`config.mk`:
```
export PLATFORM = sky130hd
export DESIGN_NAME = pgp_gpio_port
export DESIGN_NICKNAME = d
export VERILOG_FILES = /design/src/pgp_pkg.sv /design/src/pgp_pin_drv.sv /design/src/pgp_gpio_port.sv
export SDC_FILE = /design/constraint.sdc
export NUM_CORES = 1
export LEC_CHECK = 0
export ABC_AREA = 0
export BUFFER_PORTS_ARGS = -buffer_cell sky130_fd_sc_hd__buf_2
export CAP_MARGIN = 20
export CORE_MARGIN = 4
export CORE_UTILIZATION = 47
export DETAILED_ROUTE_END_ITERATION = 10
export HOLD_SLACK_MARGIN = 0.02
export PLACE_DENSITY = 0.66
export SLEW_MARGIN = 20
export SYNTH_ARGS = -nofsm -noshare
export SYNTH_HDL_FRONTEND = slang
export SYNTH_SLANG_ARGS = --single-unit
```
`constraint.sdc`:
```
create_clock -name CLK -period 14.25 [get_ports CLK]
set_input_delay 4.275 -clock CLK [delete_from_list [all_inputs] [get_ports CLK]]
set_output_delay 4.275 -clock CLK [all_outputs]
set_load 0.02 [all_outputs]
```
`src/pgp_pkg.sv`:
```
package pgp_pkg;
    localparam int NUM_PINS = 5;
    localparam logic [7:0] CMD_SET_PIN  = 8'h22;
    localparam logic [7:0] CMD_READ_PIN = 8'h23;
    localparam logic [7:0] RESP_FLAG    = 8'h40;
    localparam logic [7:0] RESP_NAK     = 8'h80;
    localparam logic [7:0] LEVEL_HIGH   = 8'h64;
    localparam logic [7:0] CFG_MAX      = 8'h0f;
    localparam logic [2:0] DRIVE_HIZ_IN = 3'b010;
    localparam logic [2:0] DRIVE_RSVD   = 3'b110;
    localparam int CLK_HZ        = 100_000_000;
    localparam int PWM_HZ        = 100;
    localparam int SAMPLE_HZ     = 32;
    // cycles per pwm percent step, and per input sample
    localparam int PWM_STEP_CYC  = CLK_HZ / (PWM_HZ * 100);
    localparam int SAMPLE_CYC    = CLK_HZ / SAMPLE_HZ;
    localparam logic [7:0] RST_LEVEL = 8'h00;
    localparam logic [3:0] RST_CFG   = 4'h2;

    typedef struct packed {
        logic       func;
        logic [2:0] drive;
    } pgp_cfg_t;

    typedef struct packed {
        logic [7:0] code;
        logic [2:0] len;
        logic [7:0] d0;
        logic [7:0] d1;
        logic [7:0] d2;
    } pgp_cmd_t;

    typedef struct packed {
        logic [7:0] code;
        logic [2:0] len;
        logic [7:0] d0;
        logic [7:0] d1;
        logic [7:0] d2;
        logic [7:0] d3;
    } pgp_resp_t;
endpackage : pgp_pkg

```
`src/pgp_pin_drv.sv`:
```
`timescale 1ns/1ns
module pgp_pin_drv
    import pgp_pkg::*;
(
    input  wire logic       clk,
    input  wire logic       rst,
    input  wire logic [6:0] pwm_phase,
    input  wire logic [7:0] level,
    input  wire pgp_cfg_t   cfg,
    input  wire logic       dflt_out,
    input  wire logic       dflt_oe,
    output logic            pin_out,
    output logic            pin_oe,
    output logic            pin_pull,
    output logic            pin_slow
);
    logic       lvl;
    logic       src;
    logic       drv_o;
    logic       drv_oe;
    logic       pull;
    always_comb begin
        lvl = (level >= LEVEL_HIGH) ? 1'b1 :
              ({1'b0, pwm_phase} < level);
        src = cfg.func ? lvl : dflt_out;
        drv_o = src;
        drv_oe = 1'b0;
        pull = 1'b0;
        case (cfg.drive)
            3'b000: begin
                drv_oe = src;
                pull = ~src;
            end
            3'b001: drv_oe = 1'b1;
            3'b011: begin
                drv_oe = ~src;
                pull = src;
            end
            3'b100: drv_oe = src;
            3'b101: drv_oe = 1'b1;
            3'b111: drv_oe = ~src;
            default: drv_oe = 1'b0;
        endcase
        if (!cfg.func && !dflt_oe) begin
            drv_oe = 1'b0;
        end
    end
    always_ff @(posedge clk or posedge rst) begin
        if (rst) begin
            pin_out  <= 1'b0;
            pin_oe   <= 1'b0;
            pin_pull <= 1'b0;
            pin_slow <= 1'b0;
        end else begin
            pin_out  <= drv_o;
            pin_oe   <= drv_oe;
            pin_pull <= pull;
            pin_slow <= cfg.drive[2];
        end
    end
endmodule : pgp_pin_drv

```
`src/pgp_gpio_port.sv`:
```
`timescale 1ns/1ns
module pgp_gpio_port
    import pgp_pkg::*;
#(
    parameter int SAMPLE_DIV = SAMPLE_CYC,
    parameter int STEP_DIV   = PWM_STEP_CYC
)(
    // clock and reset
    input  wire logic                CLK,
    input  wire logic                RST,
    // command in
    input  wire logic                CMD_VALID,
    input  wire pgp_cmd_t            CMD,
    // response out
    output pgp_resp_t                RESP,
    output logic                     RESP_VALID,
    // boot state
    input  wire logic                BOOT_LOAD,
    input  wire logic [NUM_PINS-1:0][7:0] BOOT_LEVEL,
    input  wire logic [NUM_PINS-1:0][3:0] BOOT_CFG,
    output logic [NUM_PINS-1:0][7:0] SAVE_LEVEL,
    output logic [NUM_PINS-1:0][3:0] SAVE_CFG,
    // default roles
    input  wire logic [NUM_PINS-1:0] DFLT_OUT,
    input  wire logic [NUM_PINS-1:0] DFLT_OE,
    output logic [NUM_PINS-1:0]      SAMPLE_LVL,
    // pins
    input  wire logic [NUM_PINS-1:0] PIN_I,
    output logic [NUM_PINS-1:0]      PIN_O,
    output logic [NUM_PINS-1:0]      PIN_OE,
    output logic [NUM_PINS-1:0]      PIN_PULL,
    output logic [NUM_PINS-1:0]      PIN_SLOW
);
    logic [NUM_PINS-1:0][7:0] level_r;
    pgp_cfg_t [NUM_PINS-1:0]  cfg_r;
    logic [NUM_PINS-1:0]      samp_r;
    logic [NUM_PINS-1:0]      rise_r;
    logic [NUM_PINS-1:0]      fall_r;
    logic [31:0]              samp_cnt_r;
    logic [31:0]              step_cnt_r;
    logic [6:0]               phase_r;
    logic                     tick;
    logic                     set_ok;
    logic                     set_cmd;
    logic                     rd_cmd;
    logic                     rd_ok;
    logic [2:0]               idx;
    logic [NUM_PINS-1:0]      rd_hit;
    logic                     samp_vld_r;
    logic [NUM_PINS-1:0]      rise_ev;
    logic [NUM_PINS-1:0]      fall_ev;

    assign idx = CMD.d0[2:0];
    assign set_cmd = CMD_VALID && CMD.code == CMD_SET_PIN;
    assign rd_cmd  = CMD_VALID && CMD.code == CMD_READ_PIN;
    // reject bad index, level or config
    assign set_ok = set_cmd && CMD.d0 < 8'(NUM_PINS)
                 && CMD.d1 <= LEVEL_HIGH
                 && (CMD.len == 3'd2 || (CMD.len == 3'd3
                     && CMD.d2 <= CFG_MAX
                     && CMD.d2[2:0] != DRIVE_RSVD));
    assign rd_ok = rd_cmd && CMD.len == 3'd1 && CMD.d0 < 8'(NUM_PINS);
    assign tick = samp_cnt_r == 32'(SAMPLE_DIV - 1);
    // first sample has no predecessor, so no edge from reset value
    assign rise_ev = (tick && samp_vld_r) ? (PIN_I & ~samp_r) : '0;
    assign fall_ev = (tick && samp_vld_r) ? (~PIN_I & samp_r) : '0;

    always_ff @(posedge CLK or posedge RST) begin
        if (RST) samp_cnt_r <= '0;
        else samp_cnt_r <= tick ? '0 : samp_cnt_r + 32'd1;
    end

    // arm edge capture after first sample
    always_ff @(posedge CLK or posedge RST) begin
        if (RST) samp_vld_r <= 1'b0;
        else if (tick) samp_vld_r <= 1'b1;
    end

    always_ff @(posedge CLK or posedge RST) begin
        if (RST) begin
            step_cnt_r <= '0;
            phase_r    <= '0;
        end else if (step_cnt_r == 32'(STEP_DIV - 1)) begin
            step_cnt_r <= '0;
            phase_r    <= (phase_r == 7'd99) ? 7'd0 : phase_r + 7'd1;
        end else begin
            step_cnt_r <= step_cnt_r + 32'd1;
        end
    end

    always_ff @(posedge CLK or posedge RST) begin
        if (RST) begin
            for (int i = 0; i < NUM_PINS; i++) begin
                level_r[i] <= RST_LEVEL;
                cfg_r[i]   <= RST_CFG;
            end
        end else if (BOOT_LOAD) begin
            for (int i = 0; i < NUM_PINS; i++) begin
                level_r[i] <= BOOT_LEVEL[i];
                cfg_r[i]   <= BOOT_CFG[i];
            end
        end else if (set_ok) begin
            level_r[idx] <= CMD.d1;
            if (CMD.len == 3'd3) cfg_r[idx] <= CMD.d2[3:0];
        end
    end

    // edge flags only cleared by read or reset
    always_comb begin
        rd_hit = '0;
        if (rd_ok) rd_hit[idx] = 1'b1;
    end

    always_ff @(posedge CLK or posedge RST) begin
        if (RST) begin
            samp_r <= '0;
            rise_r <= '0;
            fall_r <= '0;
        end else begin
            if (tick) samp_r <= PIN_I;
            for (int i = 0; i < NUM_PINS; i++) begin
                if (rise_ev[i]) rise_r[i] <= 1'b1;
                else if (rd_hit[i]) rise_r[i] <= 1'b0;
                if (fall_ev[i]) fall_r[i] <= 1'b1;
                else if (rd_hit[i]) fall_r[i] <= 1'b0;
            end
        end
    end

    always_ff @(posedge CLK or posedge RST) begin
        if (RST) begin
            RESP       <= '0;
            RESP_VALID <= 1'b0;
        end else begin
            RESP_VALID <= set_cmd || rd_cmd;
            if (set_ok) begin
                RESP <= '{CMD_SET_PIN | RESP_FLAG, 3'd0, 8'h00, 8'h00,
                          8'h00, 8'h00};
            end else if (rd_ok) begin
                RESP <= '{CMD_READ_PIN | RESP_FLAG, 3'd4, CMD.d0,
                          {5'd0, rise_r[idx], fall_r[idx], samp_r[idx]},
                          level_r[idx], {4'd0, cfg_r[idx]}};
            end else if (set_cmd || rd_cmd) begin
                RESP <= '{CMD.code | RESP_NAK, 3'd0, 8'h00, 8'h00,
                          8'h00, 8'h00};
            end
        end
    end

    always_ff @(posedge CLK or posedge RST) begin
        if (RST) begin
            SAVE_LEVEL <= '0;
            SAVE_CFG   <= '0;
            SAMPLE_LVL <= '0;
        end else begin
            SAMPLE_LVL <= samp_r;
            for (int i = 0; i < NUM_PINS; i++) begin
                SAVE_LEVEL[i] <= level_r[i];
                SAVE_CFG[i]   <= cfg_r[i];
            end
        end
    end

    genvar g;
    generate
        for (g = 0; g < NUM_PINS; g++) begin : g_pin
            pgp_pin_drv u_drv (
                .clk      (CLK),
                .rst      (RST),
                .pwm_phase(phase_r),
                .level    (level_r[g]),
                .cfg      (cfg_r[g]),
                .dflt_out (DFLT_OUT[g]),
                .dflt_oe  (DFLT_OE[g]),
                .pin_out  (PIN_O[g]),
                .pin_oe   (PIN_OE[g]),
                .pin_pull (PIN_PULL[g]),
                .pin_slow (PIN_SLOW[g])
            );
        end
    endgenerate

    property p_set_ack;
        @(posedge CLK) disable iff (RST)
        set_ok |=> RESP_VALID && RESP.code == 8'h62 && RESP.len == 3'd0;
    endproperty
    a_set_ack: assert property (p_set_ack) else $error("bad set ack");
    property p_reject;
        @(posedge CLK) disable iff (RST)
        (set_cmd && !set_ok && !BOOT_LOAD) |=> $stable(level_r)
            && $stable(cfg_r);
    endproperty
    a_reject: assert property (p_reject) else $error("bad set changed");
    property p_two_byte;
        @(posedge CLK) disable iff (RST)
        (set_ok && CMD.len == 3'd2 && !BOOT_LOAD) |=> $stable(cfg_r);
    endproperty
    a_two_byte: assert property (p_two_byte) else $error("cfg changed");
    property p_rise;
        @(posedge CLK) disable iff (RST)
        (tick && samp_vld_r && PIN_I[0] && !samp_r[0]) |=> rise_r[0];
    endproperty
    a_rise: assert property (p_rise) else $error("rise missed");
    property p_clear;
        @(posedge CLK) disable iff (RST)
        (rd_hit[0] && !tick) |=> !rise_r[0] && !fall_r[0];
    endproperty
    a_clear: assert property (p_clear) else $error("flags kept");
    property p_rd_reply;
        @(posedge CLK) disable iff (RST)
        rd_ok |=> RESP.code == 8'h63 && RESP.d2 <= LEVEL_HIGH
            && RESP.d3[7:4] == 4'd0;
    endproperty
    a_rd_reply: assert property (p_rd_reply) else $error("bad read");
    property p_samp_hold;
        @(posedge CLK) disable iff (RST)
        !tick |=> $stable(samp_r);
    endproperty
    a_samp_hold: assert property (p_samp_hold) else $error("sampled");
    property p_bad_idx;
        @(posedge CLK) disable iff (RST)
        (set_cmd && CMD.d0 > 8'd4) |-> !set_ok;
    endproperty
    a_bad_idx: assert property (p_bad_idx) else $error("bad index");
    property p_rd_status;
        @(posedge CLK) disable iff (RST)
        rd_ok |=> RESP.len == 3'd4 && RESP.d0 == $past(CMD.d0)
            && RESP.d1[7:3] == 5'd0;
    endproperty
    a_rd_status: assert property (p_rd_status) else $error("status");
    property p_rd_sample;
        @(posedge CLK) disable iff (RST)
        rd_ok |=> RESP.d1[0] == $past(samp_r[idx]);
    endproperty
    a_rd_sample: assert property (p_rd_sample) else $error("level");
    property p_rd_level;
        @(posedge CLK) disable iff (RST)
        rd_ok |=> RESP.d2 == $past(level_r[idx]);
    endproperty
    a_rd_level: assert property (p_rd_level) else $error("duty");
    property p_nak;
        @(posedge CLK) disable iff (RST)
        (set_cmd && !set_ok) |=> RESP_VALID && RESP.code == 8'ha2
            && RESP.len == 3'd0;
    endproperty
    a_nak: assert property (p_nak) else $error("no refusal");
    property p_phase;
        @(posedge CLK) disable iff (RST)
        phase_r <= 7'd99;
    endproperty
    a_phase: assert property (p_phase) else $error("phase range");
    property p_first;
        @(posedge CLK) disable iff (RST)
        !samp_vld_r |-> rise_r == '0 && fall_r == '0;
    endproperty
    a_first: assert property (p_first) else $error("early edge");
    property p_rd_quiet;
        @(posedge CLK) disable iff (RST)
        (rd_cmd && !BOOT_LOAD) |=> $stable(level_r) && $stable(cfg_r);
    endproperty
    a_rd_quiet: assert property (p_rd_quiet) else $error("read wrote");
    property p_boot;
        @(posedge CLK) disable iff (RST)
        BOOT_LOAD |=> level_r == $past(BOOT_LEVEL)
            && cfg_r == $past(BOOT_CFG);
    endproperty
    a_boot: assert property (p_boot) else $error("boot load");
    property p_set_write;
        @(posedge CLK) disable iff (RST)
        (set_ok && !BOOT_LOAD) |=> level_r[$past(idx)] == $past(CMD.d1);
    endproperty
    a_set_write: assert property (p_set_write) else $error("no write");
    c_set: cover property (@(posedge CLK) set_ok);
    c_read: cover property (@(posedge CLK) rd_ok && rise_r[idx]);
    c_rej: cover property (@(posedge CLK) set_cmd && !set_ok);
    c_fall: cover property (@(posedge CLK) rd_ok && fall_r[idx]);
    c_short: cover property (@(posedge CLK) set_ok && CMD.len == 3'd2);
endmodule : pgp_gpio_port

```
==> results by group, run 1 <==
Status
  – Outcome: finished clean

Place
  – Dpl hpwl: 25.6 mm
  – DP Cell Count: 1649
  – Placed Area: 13700 um2
  – Port-buffer cells: 231
  – GP Congestion: 0.871
  – Pre-CTS setup slack: 7.28 ns

Detailed routing
  – Post-DRT Antenna Nets: 0
  – Drt drc: 0
  – Wire per inst: 20.8 um
  – WL final: 35.5 mm
  – Initial DRC count: 816
  – Vias/cell: 5.65
  – Detailed Routing Iterations Pass 1: 7
  – Vias: 9620

GRT
  – Total GRT Usage: 23.8%
  – Grt ovf: 0
  – Via count of the first global-routing pass: 9515
  – Largest net degree at the start of global routing: 107
  – Initial antenna violation count: 9
  – First-pass GRT wire length: 54.8 mm

STA
  – Final period utilization: 45.4%
  – # setup viols final: 0
  – Layout Skew: 0.00557 ns
  – F_max: 155 MHz
  – Hold Slack: 0.414 ns
  – Fin. Hold Viols: 0
  – Pins Over Slew Limit: 0
  – Clock period minus final worst setup slack: 6.46 ns
  – Worst-Margin Slew: 0.950 ns
  – Max-Slew Margin vs Limit: 36.7%
  – Setup_tns: 0 ns
  – RSZ-0062 raised after global routing: no
  – Setup ws final: 7.79 ns

Flow run
  – Max_cap viols: 0

Clocking
  – CTS Buffer Depth: 3
  – CTS tree: built
  – Post-CTS Setup Bufs: 0
  – Clock Latency Late Sink: 0.54 ns
  – Post_cts resized: 0
  – Cell at the root of the clock tree: clkbuf_16
  – Post-CTS Hold Fix Bufs: 0
  – CTS Sinks: 260
  – Clock Pin Slew Worst Setup and Hold Paths: 0.07 ns
  – H-tree depth: 1
  – CTS buffer count: 28

Logic synthesis
  – Syn Area/Cell: 10.9 um2
  – Fraction of registers with async set/reset: 100%
  – Cell taking the most area after synthesis: dfrtp_1
  – Netlist cell types: 67
  – Post-synthesis instance area: 12500 um2
  – Yosys reg bits: 260
  – Yosys warning count: 0
  – Post-synth top area share: 50.9%
  – Synth area leaders: dfrtp_1 51%, nand2_1 3.4%, ha_1 3.3%, mux2i_1 3.0%, o211ai_2 2.8%
  – Cell count after synthesis: 1154
  – Top FF cell, synth: dfrtp_1
  – Sequential-to-total area share from yosys stat: 52.0%
  – EDFF count, synth: 0

Critical path
  – Slowest CP cell: nand3b_1
  – Worst path max stage delay: 0.78 ns
  – Worst Path Arrival: 6.89 ns
  – CP max FO: 31
  – Crit. End Element: flop
  – CP required: 14.68 ns
  – Crit path cell chain: buf_2, nand3b_1, nand4b_1, and4bb_2, nand3b_1, o311ai_1
  – Crit Path Class: in -> reg
  – Crit path launch type: input port
  – CP dominant cell by count: nand3b_1

Floorplanning
  – Ports: 243
  – Core footprint: 26100 um2
  – Die Y-Extent: 171 um
  – Die Footprint: 29300 um2
  – Initial core utilization: 48.0%
  – Die Wd: 171 um
  – Core Rows: 59

Power
  – Leakage power: 7.18 nW
  – Cell Pwr Density: 127 nW/um2
  – Maximum vdd drop: 0.0823 mV
  – Overall power: 1.88 mW

Finish
  – Final non-filler cell total: 1704
  – Commonest non-fill, non-tap cells in the layout: 255 x dfrtp_1, 230 x buf_2, 114 x nand2_1
  – Nets: 1491
  – Design Area, Final: 14800 um2
  – Commonest non-fill, non-tap cell in the layout: dfrtp_1
  – Layout area overhead: 18.0%
  – Share of cells above drive strength 1: 26.0%
  – Final Util: 56.6%

Min path
  – Hold Path Class: reg -> reg
==> worst paths after layout <==
kind	start	cells after the start	to	slack, ns
setup / recovery	CMD[16]	6	level_r[25]	7.79
hold / removal	level_r[27]	0	SAVE_LEVEL[27]	0.41
setup reg to reg	samp_cnt_r[0]	7	rise_r[1]	11.67
hold reg to reg	level_r[27]	0	SAVE_LEVEL[27]	0.41
max in group asynchronous	RST	3	SAVE_LEVEL[6]	8.92
min in group asynchronous	RST	2	SAVE_CFG[4]	3.88
==> state kept, by name, summed over array words and instances (netlist names), 5 cells and up <==
signal                cells
step_cnt_r               32
level_r                  40
SAVE_LEVEL               40
samp_cnt_r               32
g_pin.u_drv.pin_pull      5
samp_r                    5
SAVE_CFG                 20
g_pin.u_drv.pin_out       5
RESP                     32
g_pin.u_drv.pin_oe        5
rise_r                    5
phase_r                   7
fall_r                    5
SAMPLE_LVL                5
cfg_r                    20
==> Yosys cell counts (all sizes together) (6+ instances only) <==
library cell / number
a21o: 11
xnor2: 38
ha: 33
o211ai: 28
nor4: 8
and3: 17
o311ai: 8
o21ai: 64
mux2: 15
nor4b: 6
clkbuf: 35
nor2b: 22
o22ai: 20
nand3: 28
buf: 51
nand3b: 42
nor2: 60
nand2: 115
a31oi: 15
mux2i: 38
and2: 12
or3: 8
a22oi: 21
nand4: 25
and4: 10
dfrtp: 255
nand2b: 29
xor2: 22
inv: 38
a21oi: 11
nor3: 12
a22o: 12
==> cell type report <==
cell class / count / area (um2)
clock buffer: 35 / 788
fill: 2313 / 11300
sequential: 260 / 6510
inverter: 38 / 150
antenna: 3 / 7.51
timing repair buffer: 236 / 1200
tap: 335 / 419
multi-input combinational: 780 / 5390
clock inverter: 17 / 320
==> per-layer routing <==
metal	GRT usage [%]	part of all wire [%]
met1	33.8	43
met2	37.3	46
met3	5.65	8.4
met4	6.03	2.4
met5	0	0.19
==> where the power goes <==
part	internal [mW]	switching (mW)	total, mW	leakage (nW)
logic	0.0739	0.130	0.204	3.35
registers	0.782	0.0396	0.821	3.30
clock network	0.554	0.302	0.856	0.532
total	1.41	0.472	1.88	7.18
==> logic make-up after synthesis <==
logic type	after synthesis	synth area share, %
other cells	1	0.0299
compound gates	207	12.2
fa+ha+maj	33	3.29
simple gates	415	18.5
buf+inv	124	5.33
flops	260	52.0
xor+xnor	60	4.19
mux	54	4.56
==> critical path: cells and delay by family <==
kind | cells | cell delay, ns
AO/OA/AOI/OAI | 1 | 0.10
buffers and inverters | 1 | 0.58
AND/OR/NAND/NOR | 4 | 1.91
Power figures use the tool's default switching activity.
==> inputs of run 2 (changes only) <==
--- a/config.mk
+++ b/config.mk
@@ -12,7 +12,7 @@
 export CORE_UTILIZATION = 47
 export DETAILED_ROUTE_END_ITERATION = 10
 export HOLD_SLACK_MARGIN = 0.02
-export PLACE_DENSITY = 0.66
+export PLACE_DENSITY = 0.68
 export SLEW_MARGIN = 20
 export SYNTH_ARGS = -nofsm -noshare
 export SYNTH_HDL_FRONTEND = slang
==> constraint.sdc (replaced) <==
create_clock -name CLK -period 5.2 [get_ports CLK]
set_input_delay 1.56 -clock CLK [delete_from_list [all_inputs] [get_ports CLK]]
set_output_delay 1.56 -clock CLK [all_outputs]
set_load 0.02 [all_outputs]
==> results by group, run 2 (synthesis results as in run 1) <==
Finish
  – Final non-filler cell total: 1703
  – Commonest non-fill, non-tap cell in the layout: dfrtp_1
  – Share of cells above drive strength 1: 25.5%
  – Nets: 1495
  – Commonest non-fill, non-tap cells in the layout: 255 x dfrtp_1, 230 x buf_2, 114 x nand2_1
  – Largest registers: SAVE_LEVEL x40, level_r x40
  – Final Util: 55.9%
  – Design Area, Final: 14600 um2
  – Layout area overhead: 16.6%

Critical path
  – Critical path startpoint: CMD[16]
  – Worst r2r path cells: 6
  – Worst Path Arrival: 4.03 ns
  – Crit path cell chain: buf_2, or3b_1, nor3_1, nand4_1, nand3b_1, o211ai_2
  – CP required: 5.59 ns
  – RR Startpoint: phase_r[5]
  – Buf+Inv Stages, Crit Path: 1
  – WP depth: 6
  – CP endpoint: level_r[9]
  – CP max FO: 19
  – Worst path max stage delay: 0.69 ns
  – Crit. End Element: flop
  – Top delay family on crit path: simple AND/OR/NAND/NOR gates
  – Crit path launch type: input port
  – R2r setup slk: 2.70 ns
  – RR Endpoint: g_pin[4].u_drv.pin_oe
  – Crit Path Class: in -> reg
  – Slowest CP cell: nand4_1

STA
  – Pins Over Slew Limit: 0
  – F_max: 275 MHz
  – Setup_tns: 0 ns
  – Layout Skew: 0.0214 ns
  – Final period utilization: 70.0%
  – Fin. Hold Viols: 0
  – Setup ws final: 1.56 ns
  – Worst-Margin Slew: 0.865 ns
  – Max-Slew Margin vs Limit: 42.3%
  – Clock period minus final worst setup slack: 3.64 ns
  – # setup viols final: 0
  – RSZ-0062 raised after global routing: no

Floorplanning
  – Ports: 243
  – Core Rows: 59
  – Initial core utilization: 48.0%
  – Die Footprint: 29300 um2
  – Core footprint: 26100 um2
  – Die Y-Extent: 171 um
  – Die Wd: 171 um

Status
  – Outcome: finished clean

GRT
  – Grt ovf: 0
  – Largest net degree at the start of global routing: 95
  – Total GRT Usage: 23.4%
  – Initial antenna violation count: 4
  – Via count of the first global-routing pass: 9343
  – First-pass GRT wire length: 53.4 mm

Detailed routing
  – Post-DRT Antenna Nets: 0
  – WL final: 35.1 mm
  – Drt drc: 0
  – Vias/cell: 5.65
  – Initial DRC count: 791
  – Vias: 9614
  – Detailed Routing Iterations Pass 1: 5
  – Wire per inst: 20.6 um

Clocking
  – Post_cts resized: 0
  – CTS Sinks: 260
  – Post-CTS Setup Bufs: 0
  – CTS Buffer Depth: 3
  – Post-CTS Hold Fix Bufs: 0
  – Cell at the root of the clock tree: clkbuf_16
  – Clock Pin Slew Worst Setup and Hold Paths: 0.06 ns
  – CTS tree: built
  – H-tree depth: 1
  – CTS buffer count: 28
  – Clock Latency Late Sink: 0.55 ns

Place
  – Dpl hpwl: 25.5 mm
  – Pre-CTS setup slack: 1.08 ns
  – GP Congestion: 0.852
  – DP Cell Count: 1652
  – Port-buffer cells: 231
  – Placed Area: 13700 um2

Min path
  – Hold Path Class: reg -> reg

Power
  – Maximum vdd drop: 0.220 mV
  – Leakage power: 7.10 nW
  – Cell Pwr Density: 322 nW/um2

Flow run
  – Max_cap viols: 0
==> run 2: changes by cell type in the layout (fill, tap and decap cells not counted), sizes merged <==
cell / before / now
bufinv: 9 / 0
clkbuf: 35 / 43
buf: 236 / 240
clkinvlp: 4 / 2
clkinv: 4 / 3
diode: 3 / 2
==> run 2: power by group <==
part / switching [mW] / internal, mW / leakage (nW)
sequential: 0.109 / 2.14 / 3.30
clock: 0.797 / 1.09 / 0.420
combinational: 0.358 / 0.208 / 3.38
total: 1.26 / 3.44 / 7.10
==> run 2: area by class of cell <==
cell class	instances	area, um2
clock inverter	5	31.3
sequential	260	6510
multi-input combinational	780	5390
antenna	2	5.00
inverter	38	146
fill	2327	11500
timing repair buffer	240	1280
clock buffer	43	828
tap	335	419
==> run 2: worst min-delay path by stage <==
stage / to / cells after the start / from / slack, ns
detailed placement: SAVE_LEVEL[27] / 0 / level_r[27] / 0.40
CTS: SAVE_LEVEL[27] / 0 / level_r[27] / 0.42
floorplan: SAVE_LEVEL[25] / 0 / level_r[25] / 0.37
finish: SAVE_LEVEL[27] / 0 / level_r[27] / 0.42
global route: SAVE_LEVEL[27] / 0 / level_r[27] / 0.43
global placement: SAVE_LEVEL[27] / 0 / level_r[27] / 0.40
==> run 2: per-layer routing <==
metal	track usage (%)	routed length (um)	vias to the layer above
li1	-	-	4462
met1	33.1	15300	4687
met2	36.3	15900	380
met3	4.83	2670	81
met4	7.58	1190	4
met5	0	27	-
==> run 2: through the flow <==
| step | power [mW] | hold WS [ns] |
|---|---|---|
| 2_1_floorplan | 2.64 | 0.374 |
| 3_3_place_gp | 2.84 | 0.400 |
| 3_5_place_dp | 2.85 | 0.402 |
| 4_1_cts | 4.75 | 0.415 |
| 5_1_grt | 4.88 | 0.426 |
| 6_report | 4.70 | 0.416 |
==> inputs of run 3 (changes only) <==
--- a/config.mk
+++ b/config.mk
@@ -5,7 +5,7 @@
 export SDC_FILE = /design/constraint.sdc
 export NUM_CORES = 1
 export LEC_CHECK = 0
-export ABC_AREA = 0
+export ABC_AREA = 1
 export BUFFER_PORTS_ARGS = -buffer_cell sky130_fd_sc_hd__buf_2
 export CAP_MARGIN = 20
 export CORE_MARGIN = 4
==> constraint.sdc (replaced) <==
create_clock -name CLK -period 2.98 [get_ports CLK]
set_input_delay 0.894 -clock CLK [delete_from_list [all_inputs] [get_ports CLK]]
set_output_delay 0.894 -clock CLK [all_outputs]
set_load 0.02 [all_outputs]
==> results by group, run 3 <==
Logic synthesis
  – Sequential-to-total area share from yosys stat: 49.6%
  – Netlist cell types: 42
  – Area share of and/or/nand/nor cells after synthesis: 24.9%
  – Largest family of logic cells by synthesized area: simple AND/OR/NAND/NOR gates
  – Post-synthesis mux area share: 0%
  – XOR/XNOR share of the synthesized area: 2.74%
  – Synth area leaders: dfrtp_1 49%, nand2_1 12%, inv_1 5.8%, nor2_1 4.2%, o21ai_0 3.2%
  – Post-synthesis adder-cell area fraction: 3.15%
  – Fraction of registers with async set/reset: 100%
  – EDFF count, synth: 0
  – Post-synth top area share: 48.6%
  – Commonest cells post-synth: 418 x nand2_1, 255 x dfrtp_1, 204 x inv_1
  – Syn Area/Cell: 8.23 um2
  – Cell count after synthesis: 1594
  – Top-count cell post-synth: nand2_1
  – Cell taking the most area after synthesis: dfrtp_1
  – Post-synthesis instance area: 13100 um2
  – Top FF cell, synth: dfrtp_1
  – Post-synthesis compound-gate area fraction: 10.0%
  – Yosys reg bits: 260
  – Yosys warning count: 0

GRT
  – Via count of the first global-routing pass: 11305
  – Grt ovf: 0
  – Largest net degree at the start of global routing: 88
  – Total GRT Usage: 25.4%
  – First-pass GRT wire length: 62.3 mm
  – Initial antenna violation count: 2

Finish
  – Final Util: 57.3%
  – Fill cells: 2549
  – Commonest non-fill, non-tap cells in the layout: 418 x nand2_1, 255 x dfrtp_1, 231 x buf_2
  – Share of cells above drive strength 1: 19.7%
  – Commonest non-fill, non-tap cell in the layout: nand2_1
  – Largest registers: SAVE_LEVEL x40, level_r x40
  – Design Area, Final: 15600 um2
  – Nets: 1971
  – Layout area overhead: 18.7%

Power
  – Net Sw Power: 2.49 mW
  – Sw frac: 27.9%
  – Clk network pwr share: 40.9%
  – Seq pwr share: 45.4%
  – Maximum vdd drop: 0.431 mV
  – Overall power: 8.95 mW
  – Pint: 6.45 mW
  – Gate power share: 13.7%
  – Leakage power: 8.25 nW
  – Cell Pwr Density: 574 nW/um2

Status
  – Outcome: finished clean

Clocking
  – CTS Buffer Depth: 3
  – H-tree depth: 1
  – Clock Pin Slew Worst Setup and Hold Paths: 0.06 ns
  – Post-CTS Hold Fix Bufs: 0
  – Post-CTS Setup Bufs: 0
  – Clock Latency Late Sink: 0.55 ns
  – CTS tree: built
  – CTS Sinks: 260
  – CTS buffer count: 28
  – Post_cts resized: 0
  – Cell at the root of the clock tree: clkbuf_16

Detailed routing
  – Initial DRC count: 1274
  – Post-DRT Antenna Nets: 0
  – Vias: 11642
  – Detailed Routing Iterations Pass 1: 5
  – Wire per inst: 17.8 um
  – Vias/cell: 5.25
  – Drt drc: 0
  – WL final: 39.4 mm

STA
  – Pins Over Slew Limit: 0
  – Setup_tns: 0 ns
  – Worst-Margin Slew: 0.745 ns
  – F_max: 445 MHz
  – # setup viols final: 0
  – Hold Slack: 0.400 ns
  – Clock period minus final worst setup slack: 2.25 ns
  – Fin. Hold Viols: 0
  – Final period utilization: 75.5%
  – Max-Slew Margin vs Limit: 50.2%
  – RSZ-0062 raised after global routing: no
  – Layout Skew: 0.0238 ns

Min path
  – Hold Path Class: reg -> reg

Place
  – Dpl hpwl: 30.6 mm
  – Placed Area: 14600 um2
  – Port-buffer cells: 231
  – GP Congestion: 0.967

Floorplanning
  – Die Footprint: 30700 um2
  – Initial core utilization: 48.3%
  – Die Wd: 175 um
  – Die Y-Extent: 175 um
  – Ports: 243
  – Core footprint: 27200 um2
  – Core Rows: 60

Critical path
  – CP max FO: 15
  – Crit Path Class: in -> reg
  – Crit. End Element: flop
  – Crit path launch type: input port
  – Worst Path Arrival: 2.66 ns
  – CP required: 3.39 ns

Flow run
  – Max_cap viols: 0
[run 3: logic make-up (layout without fill, tap and decap cells)]
family | after synthesis | after routing
adders and majority gates | 33 | 33
other | 1 | 12
xor gates and xnor gates | 41 | 41
DFF | 260 | 260
AOI/OAI and AO/OA | 210 | 210
buffers and inverters | 282 | 522
and+or+nand+nor | 767 | 767
[run 3: final timing paths]
check	from	to	slack, ns	cells after the start
hold / removal	samp_r[0]	SAMPLE_LVL[0]	0.40	0
max in group asynchronous	RST	cfg_r[17]	2.01	3
setup / recovery	CMD[18]	level_r[4]	0.73	10
hold reg to reg	samp_r[0]	SAMPLE_LVL[0]	0.40	0
min in group asynchronous	RST	SAVE_LEVEL[36]	0.51	3
setup reg to reg	samp_cnt_r[0]	samp_cnt_r[22]	0.90	11
[run 3: cell type report]
| type | instances | area, um2 | area share, % |
|---|---|---|---|
| multi-input cells | 1062 | 5400 | 34.6 |
| diodes | 1 | 2.50 | 0.0161 |
| flip-flops and latches | 260 | 6510 | 41.8 |
| clock buffers | 34 | 753 | 4.83 |
| inverters | 210 | 792 | 5.08 |
| repair buffers | 262 | 1440 | 9.23 |
| well taps | 372 | 465 | 2.99 |
| clock inverters | 16 | 224 | 1.44 |
[run 3: per-layer routing]
metal / GRT usage, % / vias to the layer above / wire [um]
li1: - / 5576 / -
met1: 36.4 / 5504 / 16900
met2: 40.5 / 503 / 18100
met3: 4.46 / 57 / 3430
met4: 5.76 / 2 / 879
met5: 0 / - / 13
[run 3: power by group through the flow]
stage | sequential [mW] | combinational, mW | clock, mW
floorplan | 4.17 | 0.711 | 0
global placement | 4.12 | 1.21 | 0
detailed placement | 4.12 | 1.23 | 0
CTS | 4.06 | 1.23 | 3.73
global route | 4.09 | 1.35 | 3.89
finish | 4.06 | 1.22 | 3.66
[run 3: worst max-delay path: stages]
cell and delay [ns]:
buf_2 0.15, buf_4 0.18, nand2_1 0.14, nand3_1 0.11
nor2_1 0.16, nand3_1 0.12, nand2_2 0.27, nand2_1 0.36
nand2_1 0.17, o21ai_0 0.10
[run 3: through the flow]
step / instances / setup slack, ns
floorplan: 1604 / -1.34
global placement: 2166 / 0.280
detailed placement: 2166 / 0.208
CTS: 2216 / 0.786
global route: 2217 / 0.561
finish: 2217 / 0.730
